<file path="src/pps_pkg.sv">
// Constants, types and register map for the remappable pin select block.
// Assumes a 32-bit Avalon-MM slave port with byte addressing.
package pps_pkg;

  // ----------------------------------------------------------------
  // Sizes
  // ----------------------------------------------------------------
  localparam int NUM_PINS     = 26;
  localparam int NUM_IN_REGS  = 16;
  localparam int NUM_OUT_REGS = 13;
  localparam int NUM_PERIPH_IN = 2 * NUM_IN_REGS;
  localparam int SEL_W        = 5;
  localparam int NUM_CODES    = 32;
  localparam int ADDR_W       = 8;
  localparam int DATA_W       = 32;
  localparam int IRQ_W        = 3;

  // ----------------------------------------------------------------
  // Register offsets (byte addresses)
  // ----------------------------------------------------------------
  localparam logic [7:0] OFS_OSC       = 8'h00;
  localparam logic [7:0] OFS_IRQ_STAT  = 8'h04;
  localparam logic [7:0] OFS_IRQ_MASK  = 8'h08;
  localparam logic [7:0] OFS_LOCK_INFO = 8'h0C;
  localparam logic [7:0] OFS_IN_BASE   = 8'h40;
  localparam logic [7:0] OFS_OUT_BASE  = 8'h80;
  localparam logic [7:0] OFS_BANK_MASK = 8'hC0;

  // ----------------------------------------------------------------
  // Field positions and key values
  // ----------------------------------------------------------------
  localparam int LOCK_BIT = 6;
  localparam int HI_LSB   = 8;
  localparam int LO_LSB   = 0;
  localparam logic [7:0] KEY_FIRST  = 8'h46;
  localparam logic [7:0] KEY_SECOND = 8'h57;
  localparam int IRQ_MISMATCH  = 0;
  localparam int IRQ_LOCKED_WR = 1;
  localparam int IRQ_LOCK_CHG  = 2;

  // ----------------------------------------------------------------
  // Reset values
  // ----------------------------------------------------------------
  localparam logic [4:0] IN_TIE_GROUND = 5'h1F;
  localparam logic [4:0] OUT_SEL_NULL  = 5'h00;
  localparam logic       LOCK_RESET    = 1'b0;

  // ----------------------------------------------------------------
  // Output select codes
  // ----------------------------------------------------------------
  localparam logic [4:0] CODE_COMPARATOR_ONE_OUT     = 5'h01;
  localparam logic [4:0] CODE_COMPARATOR_TWO_OUT     = 5'h02;
  localparam logic [4:0] CODE_UART_ONE_TRANSMIT      = 5'h03;
  localparam logic [4:0] CODE_UART_ONE_REQ_TO_SEND   = 5'h04;
  localparam logic [4:0] CODE_UART_TWO_TRANSMIT      = 5'h05;
  localparam logic [4:0] CODE_UART_TWO_REQ_TO_SEND   = 5'h06;
  localparam logic [4:0] CODE_SPI_ONE_DATA_OUT       = 5'h07;
  localparam logic [4:0] CODE_SPI_ONE_CLOCK_OUT      = 5'h08;
  localparam logic [4:0] CODE_SPI_ONE_SELECT_OUT     = 5'h09;
  localparam logic [4:0] CODE_SPI_TWO_DATA_OUT       = 5'h0A;
  localparam logic [4:0] CODE_SPI_TWO_CLOCK_OUT      = 5'h0B;
  localparam logic [4:0] CODE_SPI_TWO_SELECT_OUT     = 5'h0C;
  localparam logic [4:0] CODE_CODEC_SERIAL_DATA_OUT  = 5'h0D;
  localparam logic [4:0] CODE_CODEC_SERIAL_CLOCK_OUT = 5'h0E;
  localparam logic [4:0] CODE_CODEC_FRAME_SYNC_OUT   = 5'h0F;
  localparam logic [4:0] CODE_CAN_TRANSMIT           = 5'h10;
  localparam logic [4:0] CODE_COMPARE_OUTPUT_ONE     = 5'h12;
  localparam logic [4:0] CODE_COMPARE_OUTPUT_TWO     = 5'h13;
  localparam logic [4:0] CODE_COMPARE_OUTPUT_THREE   = 5'h14;
  localparam logic [4:0] CODE_COMPARE_OUTPUT_FOUR    = 5'h15;
  localparam logic [4:0] CODE_UNASSIGNED_GAP         = 5'h11;
  // One bit per assigned code: 01..10 and 12..15
  localparam logic [31:0] OUT_CODE_VALID = 32'h003DFFFE;

  // ----------------------------------------------------------------
  // Types
  // ----------------------------------------------------------------
  typedef struct packed {
    logic [4:0] hi;
    logic [4:0] lo;
  } sel_pair_t;

  localparam sel_pair_t IN_PAIR_RESET  = '{hi: IN_TIE_GROUND, lo: IN_TIE_GROUND};
  localparam sel_pair_t OUT_PAIR_RESET = '{hi: OUT_SEL_NULL, lo: OUT_SEL_NULL};

  typedef enum logic [1:0] {KEY_IDLE, KEY_HALF, KEY_OPEN} key_state_t;

endpackage

</file>
<file path="src/pps_in_sel.sv">
// One peripheral input selector.
// Assumes pin levels are already synchronised to the system clock.
`timescale 1ns/1ps
module pps_in_sel #(
  parameter int NPINS = 26
) (
  input  wire logic [4:0]       sel,
  input  wire logic [NPINS-1:0] pin_in,
  output logic                  periph_in
);

  localparam logic [4:0] PIN_LIMIT = 5'(NPINS);

  // ----------------------------------------------------------------
  // Route pin or tie to ground
  // ----------------------------------------------------------------
  always_comb begin
    if (sel < PIN_LIMIT) begin
      periph_in = pin_in[sel];
    end else begin
      periph_in = 1'b0;
    end
  end

endmodule

</file>
<file path="src/pps_out_sel.sv">
// One remappable pin output selector.
// Assumes peripheral outputs arrive indexed by their select code.
`timescale 1ns/1ps
module pps_out_sel #(
  parameter int NCODES = 32
) (
  input  wire logic [4:0]        sel,
  input  wire logic [NCODES-1:0] periph_out,
  input  wire logic [NCODES-1:0] code_valid,
  input  wire logic              port_out,
  output logic                   pin_out
);

  // ----------------------------------------------------------------
  // Select peripheral or port logic
  // ----------------------------------------------------------------
  always_comb begin
    if (code_valid[sel]) begin
      pin_out = periph_out[sel];
    end else begin
      pin_out = port_out;
    end
  end

endmodule

</file>
<file path="src/remappable_pin_select.sv">
// Remappable pin select: output and input maps, lock, shadow monitor.
// Assumes an Avalon-MM master on REF_CLK and peripherals on the same clock.
//
// Overview of operation
// - Each remappable pin has its own 5-bit output select field choosing its driver.
// - A select code of zero leaves the pin on its ordinary port logic.
// - Codes 01 to 09 select comparators, both UARTs and the first SPI outputs.
// - Codes 0A to 10 and 12 to 15 select second SPI, codec, CAN and compare outputs.
// - While the map lock is set, select register writes complete but change nothing.
// - The map lock is bit 6 of the oscillator control register.
// - The lock changes only on the write that follows the keys 46 then 57 in the low byte.
// - The map lock keeps its value until software changes it.
// - Shadow copies of all select registers are compared and a mismatch raises a reset.
// - With the one-way option set, a lock once set cannot be cleared before reset.
// - The one-way option input is high when unprogrammed, allowing one session.
// - There are 16 input select and 13 output select registers.
// - The first input register holds the interrupt one selector in bits 12 to 8, reset ones.
// - Input code 1F ties the peripheral input low; codes 00 to 19 pick that pin.
// - Writing an input selector routes the numbered pin to that peripheral input.
`timescale 1ns/1ps
module remappable_pin_select (
  input  wire logic                               REF_CLK,
  input  wire logic                               ARST_N,
  input  wire logic [pps_pkg::ADDR_W-1:0]         AVS_ADDRESS,
  input  wire logic                               AVS_READ,
  input  wire logic                               AVS_WRITE,
  input  wire logic [pps_pkg::DATA_W-1:0]         AVS_WRITEDATA,
  input  wire logic [3:0]                         AVS_BYTEENABLE,
  output logic      [pps_pkg::DATA_W-1:0]         AVS_READDATA,
  output logic                                    AVS_WAITREQUEST,
  output logic                                    IRQ,
  input  wire logic                               ONE_SHOT_LOCK_CONFIG,
  input  wire logic [pps_pkg::NUM_CODES-1:0]      PERIPH_OUT,
  input  wire logic [pps_pkg::NUM_PINS-1:0]       PORT_OUT,
  input  wire logic [pps_pkg::NUM_PINS-1:0]       PIN_IN,
  output logic      [pps_pkg::NUM_PINS-1:0]       PIN_OUT,
  output logic      [pps_pkg::NUM_PERIPH_IN-1:0]  PERIPH_IN,
  output logic                                    MAP_WRITE_LOCK,
  output logic                                    CFG_MISMATCH_RESET
);
  import pps_pkg::*;

  localparam logic [3:0] OUT_IDX_LIMIT = 4'(NUM_OUT_REGS);

  // ----------------------------------------------------------------
  // State
  // ----------------------------------------------------------------
  logic                      ack_ff;
  logic [DATA_W-1:0]         readdata_ff;
  key_state_t                key_ff;
  logic                      lock_ff;
  logic                      set_once_ff;
  logic                      mismatch_ff;
  logic [IRQ_W-1:0]          irq_stat_ff;
  logic [IRQ_W-1:0]          irq_mask_ff;
  sel_pair_t                 in_sel_ff  [NUM_IN_REGS];
  sel_pair_t                 in_shd_ff  [NUM_IN_REGS];
  sel_pair_t                 out_sel_ff [NUM_OUT_REGS];
  sel_pair_t                 out_shd_ff [NUM_OUT_REGS];
  logic [NUM_PINS-1:0]       pin_meta_ff;
  logic [NUM_PINS-1:0]       pin_sync_ff;
  logic                      req;
  logic                      wr_take;
  logic                      osc_wr;
  logic                      in_hit;
  logic                      out_hit;
  logic [3:0]                reg_idx;
  logic                      sel_wr;
  logic                      sel_wr_ok;
  logic                      locked_ev;
  logic                      key_open_wr;
  logic                      one_way_block;
  logic                      nxt_lock;
  logic                      lock_chg;
  logic                      diff;
  logic [IRQ_W-1:0]          irq_set;
  logic [IRQ_W-1:0]          irq_w1c;
  logic [DATA_W-1:0]         rd_mux;

  // ----------------------------------------------------------------
  // Avalon-MM slave: one wait cycle per access
  // ----------------------------------------------------------------
  assign req             = AVS_READ | AVS_WRITE;
  assign AVS_WAITREQUEST = req & ~ack_ff;
  assign wr_take         = AVS_WRITE & ack_ff;
  assign AVS_READDATA    = readdata_ff;

  always_ff @(posedge REF_CLK or negedge ARST_N) begin
    if (!ARST_N) begin
      ack_ff      <= 1'b0;
      readdata_ff <= '0;
    end else begin
      ack_ff <= req & ~ack_ff;
      if (AVS_READ && !ack_ff) begin
        readdata_ff <= rd_mux;
      end
    end
  end

  // ----------------------------------------------------------------
  // Address decode
  // ----------------------------------------------------------------
  assign reg_idx  = AVS_ADDRESS[5:2];
  assign in_hit   = (AVS_ADDRESS & OFS_BANK_MASK) == OFS_IN_BASE;
  assign out_hit  = ((AVS_ADDRESS & OFS_BANK_MASK) == OFS_OUT_BASE)
                    && (reg_idx < OUT_IDX_LIMIT);
  assign osc_wr   = wr_take && (AVS_ADDRESS == OFS_OSC) && AVS_BYTEENABLE[0];
  assign sel_wr    = wr_take & (in_hit | out_hit);
  assign sel_wr_ok = sel_wr & ~lock_ff;
  assign locked_ev = sel_wr & lock_ff;

  always_comb begin
    rd_mux = '0;
    if (in_hit) begin
      rd_mux[HI_LSB +: SEL_W] = in_sel_ff[reg_idx].hi;
      if (reg_idx != 4'h0) begin
        rd_mux[LO_LSB +: SEL_W] = in_sel_ff[reg_idx].lo;
      end
    end else if (out_hit) begin
      rd_mux[HI_LSB +: SEL_W] = out_sel_ff[reg_idx].hi;
      rd_mux[LO_LSB +: SEL_W] = out_sel_ff[reg_idx].lo;
    end else begin
      unique case (AVS_ADDRESS)
        OFS_OSC:       rd_mux[LOCK_BIT] = lock_ff;
        OFS_IRQ_STAT:  rd_mux[IRQ_W-1:0] = irq_stat_ff;
        OFS_IRQ_MASK:  rd_mux[IRQ_W-1:0] = irq_mask_ff;
        OFS_LOCK_INFO: rd_mux[1:0] = {set_once_ff, ONE_SHOT_LOCK_CONFIG};
        default:       rd_mux = '0;
      endcase
    end
  end

  // ----------------------------------------------------------------
  // Unlock key sequence
  // ----------------------------------------------------------------
  always_ff @(posedge REF_CLK or negedge ARST_N) begin
    if (!ARST_N) begin
      key_ff <= KEY_IDLE;
    end else if (osc_wr) begin
      unique case (key_ff)
        KEY_IDLE: key_ff <= (AVS_WRITEDATA[7:0] == KEY_FIRST) ? KEY_HALF : KEY_IDLE;
        KEY_HALF: key_ff <= (AVS_WRITEDATA[7:0] == KEY_SECOND) ? KEY_OPEN : KEY_IDLE;
        KEY_OPEN: key_ff <= KEY_IDLE;
        default:  key_ff <= KEY_IDLE;
      endcase
    end
  end

  // ----------------------------------------------------------------
  // Map write lock
  // ----------------------------------------------------------------
  assign key_open_wr   = osc_wr && (key_ff == KEY_OPEN);
  assign one_way_block = ONE_SHOT_LOCK_CONFIG & set_once_ff;
  assign nxt_lock      = (!AVS_WRITEDATA[LOCK_BIT] && one_way_block) ? lock_ff
                         : AVS_WRITEDATA[LOCK_BIT];
  assign lock_chg      = key_open_wr && (nxt_lock != lock_ff);
  assign MAP_WRITE_LOCK = lock_ff;

  always_ff @(posedge REF_CLK or negedge ARST_N) begin
    if (!ARST_N) begin
      lock_ff <= LOCK_RESET;
    end else if (key_open_wr) begin
      lock_ff <= nxt_lock;
    end
  end

  always_ff @(posedge REF_CLK or negedge ARST_N) begin
    if (!ARST_N) begin
      set_once_ff <= 1'b0;
    end else if (lock_ff) begin
      set_once_ff <= 1'b1;
    end
  end

  // ----------------------------------------------------------------
  // Select registers and their shadows
  // ----------------------------------------------------------------
  always_ff @(posedge REF_CLK or negedge ARST_N) begin
    if (!ARST_N) begin
      for (int i = 0; i < NUM_IN_REGS; i++) begin
        in_sel_ff[i] <= IN_PAIR_RESET;
        in_shd_ff[i] <= IN_PAIR_RESET;
      end
    end else if (sel_wr_ok && in_hit) begin
      if (AVS_BYTEENABLE[1]) begin
        in_sel_ff[reg_idx].hi <= AVS_WRITEDATA[HI_LSB +: SEL_W];
        in_shd_ff[reg_idx].hi <= AVS_WRITEDATA[HI_LSB +: SEL_W];
      end
      if (AVS_BYTEENABLE[0] && reg_idx != 4'h0) begin
        in_sel_ff[reg_idx].lo <= AVS_WRITEDATA[LO_LSB +: SEL_W];
        in_shd_ff[reg_idx].lo <= AVS_WRITEDATA[LO_LSB +: SEL_W];
      end
    end
  end

  always_ff @(posedge REF_CLK or negedge ARST_N) begin
    if (!ARST_N) begin
      for (int i = 0; i < NUM_OUT_REGS; i++) begin
        out_sel_ff[i] <= OUT_PAIR_RESET;
        out_shd_ff[i] <= OUT_PAIR_RESET;
      end
    end else if (sel_wr_ok && out_hit) begin
      if (AVS_BYTEENABLE[1]) begin
        out_sel_ff[reg_idx].hi <= AVS_WRITEDATA[HI_LSB +: SEL_W];
        out_shd_ff[reg_idx].hi <= AVS_WRITEDATA[HI_LSB +: SEL_W];
      end
      if (AVS_BYTEENABLE[0]) begin
        out_sel_ff[reg_idx].lo <= AVS_WRITEDATA[LO_LSB +: SEL_W];
        out_shd_ff[reg_idx].lo <= AVS_WRITEDATA[LO_LSB +: SEL_W];
      end
    end
  end

  // ----------------------------------------------------------------
  // Shadow monitor
  // ----------------------------------------------------------------
  assign diff = (in_sel_ff != in_shd_ff) || (out_sel_ff != out_shd_ff);
  assign CFG_MISMATCH_RESET = mismatch_ff;

  always_ff @(posedge REF_CLK or negedge ARST_N) begin
    if (!ARST_N) begin
      mismatch_ff <= 1'b0;
    end else begin
      mismatch_ff <= diff;
    end
  end

  // ----------------------------------------------------------------
  // Interrupts: sticky status, write one to clear, set wins
  // ----------------------------------------------------------------
  assign irq_set = {lock_chg, locked_ev, diff};

  assign irq_w1c = (wr_take && AVS_ADDRESS == OFS_IRQ_STAT && AVS_BYTEENABLE[0])
                   ? AVS_WRITEDATA[IRQ_W-1:0] : '0;
  assign IRQ = |(irq_stat_ff & irq_mask_ff);

  always_ff @(posedge REF_CLK or negedge ARST_N) begin
    if (!ARST_N) begin
      irq_stat_ff <= '0;
    end else begin
      irq_stat_ff <= (irq_stat_ff & ~irq_w1c) | irq_set;
    end
  end

  always_ff @(posedge REF_CLK or negedge ARST_N) begin
    if (!ARST_N) begin
      irq_mask_ff <= '0;
    end else if (wr_take && AVS_ADDRESS == OFS_IRQ_MASK && AVS_BYTEENABLE[0]) begin
      irq_mask_ff <= AVS_WRITEDATA[IRQ_W-1:0];
    end
  end

  // ----------------------------------------------------------------
  // Pin input synchroniser
  // ----------------------------------------------------------------
  always_ff @(posedge REF_CLK or negedge ARST_N) begin
    if (!ARST_N) begin
      pin_meta_ff <= '0;
      pin_sync_ff <= '0;
    end else begin
      pin_meta_ff <= PIN_IN;
      pin_sync_ff <= pin_meta_ff;
    end
  end

  // ----------------------------------------------------------------
  // Selector instances
  // ----------------------------------------------------------------
  for (genvar p = 0; p < NUM_PINS; p++) begin : g_out
    pps_out_sel #(.NCODES(NUM_CODES)) u_out (
      .sel        ((p % 2 == 1) ? out_sel_ff[p/2].hi : out_sel_ff[p/2].lo),
      .periph_out (PERIPH_OUT),
      .code_valid (OUT_CODE_VALID),
      .port_out   (PORT_OUT[p]),
      .pin_out    (PIN_OUT[p])
    );
  end

  for (genvar k = 0; k < NUM_PERIPH_IN; k++) begin : g_in
    pps_in_sel #(.NPINS(NUM_PINS)) u_in (
      .sel       ((k % 2 == 1) ? in_sel_ff[k/2].hi : in_sel_ff[k/2].lo),
      .pin_in    (pin_sync_ff),
      .periph_in (PERIPH_IN[k])
    );
  end

  // ----------------------------------------------------------------
  // Assertions
  // ----------------------------------------------------------------
  a_null_port_pass: assert property (
    @(posedge REF_CLK) disable iff (!ARST_N)
    (out_sel_ff[0].lo == OUT_SEL_NULL) |-> (PIN_OUT[0] == PORT_OUT[0]))
    else $error("null code does not pass port logic");
  a_uart_code_route: assert property (
    @(posedge REF_CLK) disable iff (!ARST_N)
    (out_sel_ff[0].lo == CODE_UART_ONE_TRANSMIT) |-> (PIN_OUT[0] == PERIPH_OUT[3]))
    else $error("uart transmit code misrouted");
  a_compare_code_route: assert property (
    @(posedge REF_CLK) disable iff (!ARST_N)
    (out_sel_ff[0].hi == CODE_COMPARE_OUTPUT_FOUR) |-> (PIN_OUT[1] == PERIPH_OUT[21]))
    else $error("compare four code misrouted");
  a_gap_code_null: assert property (
    @(posedge REF_CLK) disable iff (!ARST_N)
    (out_sel_ff[0].lo == CODE_UNASSIGNED_GAP) |-> (PIN_OUT[0] == PORT_OUT[0]))
    else $error("unassigned code drives pin");
  a_locked_write_kept: assert property (
    @(posedge REF_CLK) disable iff (!ARST_N)
    (locked_ev && in_hit && reg_idx == 4'h0) |=> $stable(in_sel_ff[0]))
    else $error("locked write changed an input select");
  a_lock_after_key: assert property (
    @(posedge REF_CLK) disable iff (!ARST_N)
    $changed(lock_ff) |-> ($past(key_ff) == KEY_OPEN && $past(osc_wr)))
    else $error("lock changed without key sequence");
  a_lock_holds: assert property (
    @(posedge REF_CLK) disable iff (!ARST_N)
    (!key_open_wr) |=> $stable(lock_ff))
    else $error("lock changed by itself");
  a_one_way_hold: assert property (
    @(posedge REF_CLK) disable iff (!ARST_N)
    (ONE_SHOT_LOCK_CONFIG && set_once_ff && lock_ff) |=> lock_ff)
    else $error("one-way lock was cleared");
  a_mismatch_reset: assert property (
    @(posedge REF_CLK) disable iff (!ARST_N)
    diff |=> (CFG_MISMATCH_RESET && irq_stat_ff[IRQ_MISMATCH]))
    else $error("shadow mismatch not flagged");
  a_external_interrupt_one_low_zero: assert property (
    @(posedge REF_CLK) disable iff (!ARST_N)
    (AVS_READ && !ack_ff && in_hit && reg_idx == 4'h0) |=> (AVS_READDATA[7:0] == 8'h00))
    else $error("first input register low bits not zero");
  a_ground_tie: assert property (
    @(posedge REF_CLK) disable iff (!ARST_N)
    (in_sel_ff[0].hi == IN_TIE_GROUND) |-> (PERIPH_IN[1] == 1'b0))
    else $error("ground code does not tie input low");

endmodule

</file>
<file path="config.mk">
export PLATFORM = sky130hd
export DESIGN_NAME = remappable_pin_select
export DESIGN_NICKNAME = d
export VERILOG_FILES = /design/src/pps_pkg.sv /design/src/pps_in_sel.sv /design/src/pps_out_sel.sv /design/src/remappable_pin_select.sv
export SDC_FILE = /design/constraint.sdc
export NUM_CORES = 1
export LEC_CHECK = 0
export BUFFER_PORTS_ARGS = -buffer_cell sky130_fd_sc_hd__buf_2
export CELL_PAD_IN_SITES_DETAIL_PLACEMENT = 1
export CELL_PAD_IN_SITES_GLOBAL_PLACEMENT = 2
export CORE_ASPECT_RATIO = 1.75
export CORE_UTILIZATION = 48
export CTS_BUF_LIST = sky130_fd_sc_hd__clkbuf_8
export CTS_CLUSTER_DIAMETER = 120
export DETAILED_ROUTE_END_ITERATION = 8
export PLACE_DENSITY = 0.87
export SLEW_MARGIN = 40
export SYNTH_ARGS = -nofsm -noshare
export SYNTH_HDL_FRONTEND = slang
export SYNTH_SLANG_ARGS = --single-unit
</file>
<file path="constraint.sdc">
create_clock -name REF_CLK -period 7.8 [get_ports REF_CLK]
set_clock_uncertainty 0.1 [all_clocks]
set_input_delay 1.56 -clock REF_CLK [delete_from_list [all_inputs] [get_ports REF_CLK]]
set_output_delay 1.56 -clock REF_CLK [all_outputs]
set_load 0.01 [all_outputs]
</file>
# Word-level counts from Yosys, hierarchy flattened
# Memories as Yosys holds them, arrays and structs flattened.
# Index checks and enable logic that the tools add are counted.
totals:
  register_bits: 657
  latch_bits: 0
  ramBits: 0
  romBits: 832
  input_bits: 133
  memories: 26
op_classes:
  n_addsub: 0
  n_mul: 0
  n_div: 0
  n_lt_le_gt_ge: 93
  n_eq_ne: 12
  shift: 0
  mux: 245
  bitwise_logic: 15
  n_reduce_logical: 22
memory_table:
  columns: ["memory", "depth", "word_bits", "rd", "rd_ports_with_merged_regs", "write_ports", "line_no", "text"]
  rows:
  - ["(no name shown)", 32, 1, 1, 0, 0, "pps_out_sel.sv:18", "if (code_valid[sel]) begin"]
  - ["(no name shown)", 32, 1, 1, 0, 0, "pps_out_sel.sv:18", null]
  - ["(no name shown)", 32, 1, 1, 0, 0, "pps_out_sel.sv:18", null]
  - ["(no name shown)", 32, 1, 1, 0, 0, "pps_out_sel.sv:18", null]
  - ["(no name shown)", 32, 1, 1, 0, 0, "pps_out_sel.sv:18", null]
  - ["(no name shown)", 32, 1, 1, 0, 0, "pps_out_sel.sv:18", null]
  - ["+20 memories", null, null, null, null, null, null, null]
op_table:
  columns: ["operator", "n"]
  rows:
  - ["two-way mux 160 bit", 6]
  - ["two-way mux 130 bit", 6]
  - ["bitwise mux 160 bit", 4]
  - ["bitwise mux 130 bit", 4]
  - ["less-than comparator 5 x 6 -> 1 bit (second input constant)", 58]
  - ["binary-select mux 1 bit (select 5 bit)", 58]
  - ["less-than comparator 5 bit (second input constant)", 32]
  - ["inequality test 160 bit", 1]
  - ["two-way mux 1 bit", 145]
  - ["inequality test 130 bit", 1]
  - ["binary-select mux 10 bit (select 4 bit)", 2]
  - ["demux 10 bit (select 4 bit)", 2]
  - ["two-way mux 10 bit", 5]
  - ["two-way mux 5 bit", 6]
  - ["== test 8 x 4 -> 1 bit (second input constant)", 2]
  - ["== test 8 x 7 -> 1 bit (second input constant)", 2]
  - ["logical AND 1 bit", 15]
  - ["== test 8 x 3 -> 1 bit (second input constant)", 1]
  - ["zero test 8 bit", 1]
  - ["bitwise AND 1 bit", 6]
  - ["bitwise AND 3 bit", 2]
  - ["two-way mux 3 bit", 2]
  - ["one-hot mux 2 bit (3 select lines)", 1]
  - [">= comparator 5 bit (second input constant)", 1]
  - ["other kinds (18)", 24]

# Longest topological paths before layout
# Gate-level depths: netlist of run 1.
logic_depth:
  word_depth: 10
  ltp_mapped: 10

# Hierarchy
# Synthesis of run 1 repeated with hierarchy kept, for this count alone.
unflattened:
  hier_cells: 3197
  area_unflattened_um2: 42577.1
by_module_without_submodules:
  columns: ["mod", "instances", "cells_each", "area_each_um2", "seq_area_each_um2"]
  rows:
  - ["pps_out_sel", 26, 59, 703.2, 0.0]
  - ["remappable_pin_select", 1, 1119, 16086.7, 9308.9]
  - ["pps_in_sel", 32, 17, 256.5, 0.0]

# Worst setup path before layout of run 1
# Ideal clock, no wire load.
synth_path:
  kind: "input to output"
  start: "in PERIPH_OUT[15] in the netlist's numbering"
  end: "out PIN_OUT[0] in the netlist's numbering"
  arrival_time_ps: 2878
  required_ps: 6140
  path_slack_ps: 3262
  stages: 6
  cell_sequence: "clkbuf_1 > mux4_2 > mux4_2 > inv_1 > o21ai_0 > buf_4"
synth_between:
  elab_chain_cells: 3
synth_rtl:
  columns: ["item", "line_no", "text"]
  rows:
  - ["start: declaration", "remappable_pin_select.sv:33", "input wire logic [pps_pkg::NUM_CODES-1:0] PERIPH_OUT,"]
  - ["binary-select mux 1 bit (select 5 bit)", "pps_out_sel.sv:19", "pin_out = periph_out[sel];"]
  - ["two-way mux 1 bit (not written as such)", "pps_out_sel.sv:19", null]
  - ["two-way mux 1 bit", "pps_out_sel.sv:18", null]
  - ["end: declaration", "remappable_pin_select.sv:36", "output logic [pps_pkg::NUM_PINS-1:0] PIN_OUT,"]
# No other way between the ends. The select of a mux whose other input is x is not followed.

# Worst setup path after layout of run 1
layout_path:
  start: "in PERIPH_OUT[2] in the netlist's numbering"
  end: "out PIN_OUT[16] in the netlist's numbering"
# Same word-level chain as after synthesis.

==> results.md, run 1 <==
* Worst Setup SP: PERIPH_OUT[2]
* Setup crit start kind: input port
* Dpl cells at 2858
* Post-Syn Area at 29100 µm²
* Period utilisation layout at 0.677
* CP endpoint kind: output pin
* Fmax achieved at 0.189 GHz
* Routed len/inst at 36.4 µm
* Sequential area share after synthesis at 0.320
* H-tree depth at 2
* Synth async-reset ratio at 1.00
* Core area at 60000 µm²
* Overall Global Routing Usage at 0.357
* HP Class: reg -> reg
* HP Start: pin_meta_ff[15]$_DFF_PN0_
* Worst Setup Path Type: in -> out
* # resized after CTS at 0
* Share of cells above drive strength 1 at 0.536
* Main area contributors after synthesis: mux4_2 (32%), dfrtp_1 (18%), dfstp_2 (14%), mux2_2 (9.2%), mux2i_1 (3.9%)
* TritonCTS clock tree: built
* Total number of vias at 22158
* First-pass GRT wire length at 160 mm
* CTS Hold Buffers Added at 0
* Die W at 188 µm
* Final non-filler cell total at 2969
* CTS root buf: clkbuf_8
* Later-pin clock latency in the skew report at 0.68 ns
* Remaining global-route overflow at 0
* EDFF count, synth at 0
* Hold Vio Cnt, Final at 0
* Clock sink count at 364
* # rows at 119
* Share of the synthesized area in the top cell type at 0.324
* Highest net fanout along the worst path at 26
* Buffers on Ports at 171
* Total Routed Length at 108 mm
* Initial DRC Count at 2313
* Area leader, netlist: mux4_2
* Avg Inst Size Synth at 13.0 µm²
* Initial antenna violation count at 13
* TritonCTS buffer count at 56
* Initial Utilization at 0.485
* YS warnings at 0
* Syn Inst Count at 2243
* Tmin final at 5.28 ns
* Worst slew margin at 0.377
* # setup viols final at 0
* RSZ-0062 raised after global routing: no
* Final HPWL DP at 69.8 mm
* Die height at 328 µm
* TNS Setup at 0 ns
* IR drop worst, VDD at 0.000139 V
* Synth unique cells at 65
* CTS Buffer Depth at 3
* Vias/cell at 7.46
* Critical Path RT at 6.14 ns
* Slew Limit Fails at 0
* Reg2reg start: MAP_WRITE_LOCK$_DFFE_PN0P_
* Fin nets at 2266
* Primary FF master, synth: dfrtp_1
* Vias in the first global route at 24034
* Worst EP arrival at 3.62 ns
* Flops & latches, synth at 364
* Die Area at 61600 µm²
* DRC at 0
* Pin count of the biggest net entering global routing at 106
* Clock transition at the registers of the reported paths at 0.06 ns
* Antenna Nets Post-Route at 0
* DR pass1 iterations at 7
* P&R area growth vs syn at 6.22%
* Status: finished, final reports clean
* Pleak at 11.4 nW
* Setup Fix Bufs, Post-CTS at 0
* Pwr dens at 170 nW/µm²
* MaxCap Viol Count at 0
* Worst Max-Slew Pin Slew at 0.935 ns
* Gp weighted congestion at 0.907
* Top Ports at 227
-- power by group --
| part | leakage (nW) | switching, mW | total (mW) | internal [mW] |
|---|---|---|---|---|
| Combinational | 6.38 | 0.533 | 1.05 | 0.515 |
| Sequential | 4.35 | 0.215 | 2.22 | 2.00 |
| Clock | 0.726 | 0.866 | 1.99 | 1.12 |
-- placed cells by master, fill, tap and decap left out, types with 8 or more instances in the layout --
cell         n
mux4_2     418
mux2_2     238
dfrtp_1    193
buf_2      165
dfstp_2    160
nand2_1    140
mux2i_1    114
o21ai_0    109
mux2_1      72
clkbuf_8    68
nor3_1      53
inv_1       38
buf_4       28
nor3b_1     27
a211oi_1    27
o221ai_1    27
nor2_1      26
conb_1      22
nor2b_1     18
a211o_1     16
nand3_1     16
nor3_2      12
o21ai_1     10
mux2_4      10
bufinv_16   10
a2bb2oi_1    9
o211ai_1     9
a21oi_1      9
nand2b_1     9
nor2_2       9
a22oi_1      9
clkinv_2     9
a31oi_1      8
-- metrics by stage --
| step | util | setup WS [ns] | hold slack [ns] | area [µm²] | power (mW) |
|---|---|---|---|---|---|
| floorplan | - | 3.26 | 0.231 | 29200 | 2.92 |
| global placement | 0.488 | 2.37 | 0.234 | 29300 | 3.22 |
| detailed placement | 0.490 | 2.55 | 0.236 | 29400 | 3.27 |
| CTS | 0.513 | 2.55 | 0.249 | 30800 | 5.27 |
| global route | 0.515 | 2.53 | 0.255 | 30900 | 5.42 |
| finish | 0.515 | 2.52 | 0.249 | 30900 | 5.25 |
-- cell type report --
cell class,count,area [µm²]
Fill cell,5964,29100
Multi-Input combinational cell,1480,17800
Sequential cell,364,9340
Timing Repair Buffer,202,1230
Tap cell,786,983
Clock buffer,67,922
Clock inverter,38,454
Inverter,29,109
Antenna cell,3,7.51
-- Yosys cell counts (28+ instances only) --
library cell,instances
buf_2,44
nor3_1,54
mux2_2,238
o21ai_0,110
dfstp_2,160
mux2_1,72
mux2i_1,114
dfrtp_1,204
buf_4,85
mux4_2,418
inv_1,28
nand2_1,140
clkbuf_1,243
-- critical path: stages --
cell and delay (ns):
buf_2 0.60, mux4_2 0.40, mux4_2 0.22, inv_1 0.04
o21ai_0 0.54, buf_2 0.25
-- per-layer routing --
metal,GRT usage,routed length (µm)
met4,0.289,9600
met5,0,66
met3,0.0740,10400
met2,0.609,54700
met1,0.382,33300
-- cell families after synthesis --
group | after synthesis | synth area share
AO/OA/AOI/OAI | 262 | 0.0597
buffers and inverters | 420 | 0.0703
flip-flops | 364 | 0.320
multiplexers | 852 | 0.488
other | 1 | 0.000129
AND/OR/NAND/NOR | 344 | 0.0617
-- worst paths after layout --
check / to / slack [ns] / cells after the start
worst min-delay path: pin_sync_ff[15]$_DFF_PN0_ / 0.25 / 0
min in group asynchronous: pin_meta_ff[21]$_DFF_PN0_ / 0.67 / 1
worst max register to register: in_sel_ff[90]$_DFFE_PN1P_ / 5.13 / 5
worst max-delay path: PIN_OUT[16] / 2.52 / 6
worst min register to register: pin_sync_ff[15]$_DFF_PN0_ / 0.25 / 0
max in group asynchronous: out_sel_ff[58]$_DFFE_PN0P_ / 5.67 / 3
-- state kept, by name, summed over array words and instances (netlist names), 2 cells and up --
signal,flops
AVS_READDATA,11
out_sel_ff,130
pin_sync_ff,26
key_ff,2
in_sel_ff,160
irq_mask_ff,3
pin_meta_ff,26
irq_stat_ff,3
(Power assumes the default switching activity.)
==> run 2, diff against run 1 <==
Settings changed: CORE_UTILIZATION 48 to 40, PLACE_DENSITY 0.87 to 0.77.
Clock period 7.8 ns to 4.3 ns, I/O delays scaled along.
==> results.md, run 2 (synthesis gave the netlist of run 1 again) <==
* Crit path cell chain: mux4_2 > mux4_2 > mux2_2 > buf_2
* DP Area at 29900 µm² (+1.7%)
* Switching share of power at 0.312 (+0.00447)
* HP Class: in -> reg
* Worst slew margin at 0.362 (-0.0144)
* Later-pin clock latency in the skew report at 0.75 ns (+0.07 ns)
* Vias/cell at 6.99 (-6.4%)
* Largest register FFs at 160 (unchanged)
* Fin util at 0.436 (-0.0785)
* Setup WS post-layout at 0.180 ns (-2.34 ns)
* H-tree depth at 2 (unchanged)
* Core area at 71900 µm² (+20%)
* DRC at 0 (unchanged)
* Final instance area at 31400 µm² (+1.6%)
* Slew Limit Fails at 0 (unchanged)
* Clock transition at the registers of the reported paths at 0.06 ns (about the same)
* CP top delay family: multiplexers
* Top Ports at 227 (unchanged)
* Period utilisation layout at 0.958
* Die Area at 73800 µm² (+20%)
* Hold path depth at 1 (+1)
* Fmax achieved at 0.243 GHz
* Leading cell types in the layout, fill and taps excluded: mux4_2 (418), mux2_2 (238), dfrtp_1 (190)
* TritonCTS clock tree: built
* Die W at 206 µm (+9.4%)
* Total Routed Length at 112 mm (+4.0%)
* DR pass1 iterations at 5 (-2)
* Initial DRC Count at 2190 (-5.3%)
* Reg2reg path depth at 5 (unchanged)
* Hold Vio Cnt, Final at 0 (unchanged)
* Hold Worst Slack at 0.123 ns (-0.126 ns)
* Tmin final at 4.12 ns
* Number of cells on the critical path at 4 (-2)
* Reg2reg start: MAP_WRITE_LOCK$_DFFE_PN0P_
* Hold EP: pin_meta_ff[12]$_DFF_PN0_
* Power, Total at 9.63 mW (+83%)
* Dpl cells at 3037 (+6.3%)
* Initial antenna violation count at 8 (-5)
* Worst EP arrival at 3.16 ns (-0.46 ns)
* RSZ-0062 raised after global routing: no
* Remaining global-route overflow at 0 (unchanged)
* Fin nets at 2309 (+1.9%)
* Highest net fanout along the worst path at 32 (+23%)
* Dpl ws at 0.588 ns (-1.97 ns)
* HP Start: PIN_IN[12]
* Worst Setup Path Type: reg -> out
* P&R area growth vs syn at 7.87%
* Pwr dens at 307 nW/µm² (+81%)
* Cell mode on critical path: mux4_2
* Slowest CP cell: dfrtp_2
* Clk pwr share at 0.380 (+0.002)
* Reg2reg setup slack at 1.58 ns (-3.55 ns)
* CP endpoint kind: output pin
* Antenna Nets Post-Route at 0 (unchanged)
* Pleak at 11.7 nW (+1.9%)
* Total internal power at 6.63 mW (+82%)
* Routed len/inst at 35.7 µm (-2.0%)
* CTS root buf: clkbuf_8
* Comb pwr share at 0.200 (about the same)
* First-pass GRT wire length at 165 mm (+2.8%)
* Initial Utilization at 0.405 (-0.0802)
* # rows at 130 (+9.2%)
* # resized after CTS at 0 (unchanged)
* Vias in the first global route at 23546 (-2.0%)
* Critical Path RT at 3.34 ns (-2.80 ns)
* Reg2reg end: out_sel_ff[88]$_DFFE_PN0P_
* Biggest regs: in_sel_ff x160, out_sel_ff x130
* Pin count of the biggest net entering global routing at 93 (-12%)
* Overall Global Routing Usage at 0.311 (-0.0463)
* Setup Fix Bufs, Post-CTS at 0 (unchanged)
* Final non-filler cell total at 3152 (+6.2%)
* Die height at 359 µm (+9.5%)
* CP bufs+invs at 1 (-2)
* Final HPWL DP at 74.7 mm (+7.0%)
* P_sw at 3.00 mW (+86%)
* Biggest register: in_sel_ff
* Share of cells above drive strength 1 at 0.545 (+0.00913)
* TritonCTS buffer count at 58 (+3.6%)
* Total number of vias at 22019 (-0.63%)
* Setup crit start kind: flop
* Worst stage delay on the critical path at 0.70 ns (+0.10 ns)
* Gp weighted congestion at 0.872 (-3.9%)
* CTS Hold Buffers Added at 0 (unchanged)
* TNS Setup at 0 ns (unchanged)
* Worst Max-Slew Pin Slew at 0.932 ns (-0.00245 ns)
* CTS Buffer Depth at 3 (unchanged)
* Buffers on Ports at 171 (unchanged)
* Sequential Power Share at 0.420 (-0.002)
* Clock sink count at 364 (unchanged)
* IR drop worst, VDD at 0.000217 V (+55%)
* Status: finished, final reports clean
* Commonest non-fill, non-tap cell in the layout: mux4_2
* MaxCap Viol Count at 0 (unchanged)
* # setup viols final at 0 (unchanged)
-- run 2: cell count changes in the layout (fill, tap and decap cells not counted), sizes merged --
cell and change:
buf +41, bufinv -1, clkbuf +2, clkinv +5
clkinvlp -2, diode -1, dlygate4sd3 +1
-- run 2: cell type report --
type	count	area, µm²
Antenna cell	2	5.00
Clock buffer	70	963
Clock inverter	40	437
Fill cell	7376	40500
Inverter	29	109
Multi-Input combinational cell	1480	17800
Sequential cell	364	9340
Tap cell	924	1160
Timing Repair Buffer	243	1560
-- run 2: worst max path at each step --
stage,from,to,slack (ns)
CTS,pin_sync_ff[0]$_DFF_PN0_,PERIPH_IN[17],0.18
detailed placement,PERIPH_OUT[1],PIN_OUT[20],0.59
floorplan,PERIPH_OUT[15],PIN_OUT[0],1.16
finish,pin_sync_ff[0]$_DFF_PN0_,PERIPH_IN[17],0.18
global route,pin_sync_ff[0]$_DFF_PN0_,PERIPH_IN[17],0.14
global placement,PERIPH_OUT[1],PIN_OUT[20],0.60
-- run 2: power by group through the flow --
stage / Combinational (mW) / Clock, mW / Sequential [mW]
floorplan: 1.50 / 0 / 3.79
global placement: 1.84 / 0 / 4.08
detailed placement: 1.90 / 0 / 4.10
CTS: 1.91 / 3.75 / 4.04
global route: 2.02 / 3.88 / 4.08
finish: 1.92 / 3.66 / 4.05
-- run 2: routing by layer --
layer  up-vias  track usage  part of all wire
met2      1413        0.539              0.51
li1       8557            -                 -
met1     11610        0.346              0.33
met3       429       0.0549             0.080
met5         -            0           0.00057
met4        10        0.211             0.076
-- run 2: worst register-to-register path: stages, from the launching register on --
cell,delay (ns)
dfrtp_1,0.45
nor2b_1,0.30
nand3_1,0.35
nor2_2,0.61
and3_1,0.42
mux2_1,0.36
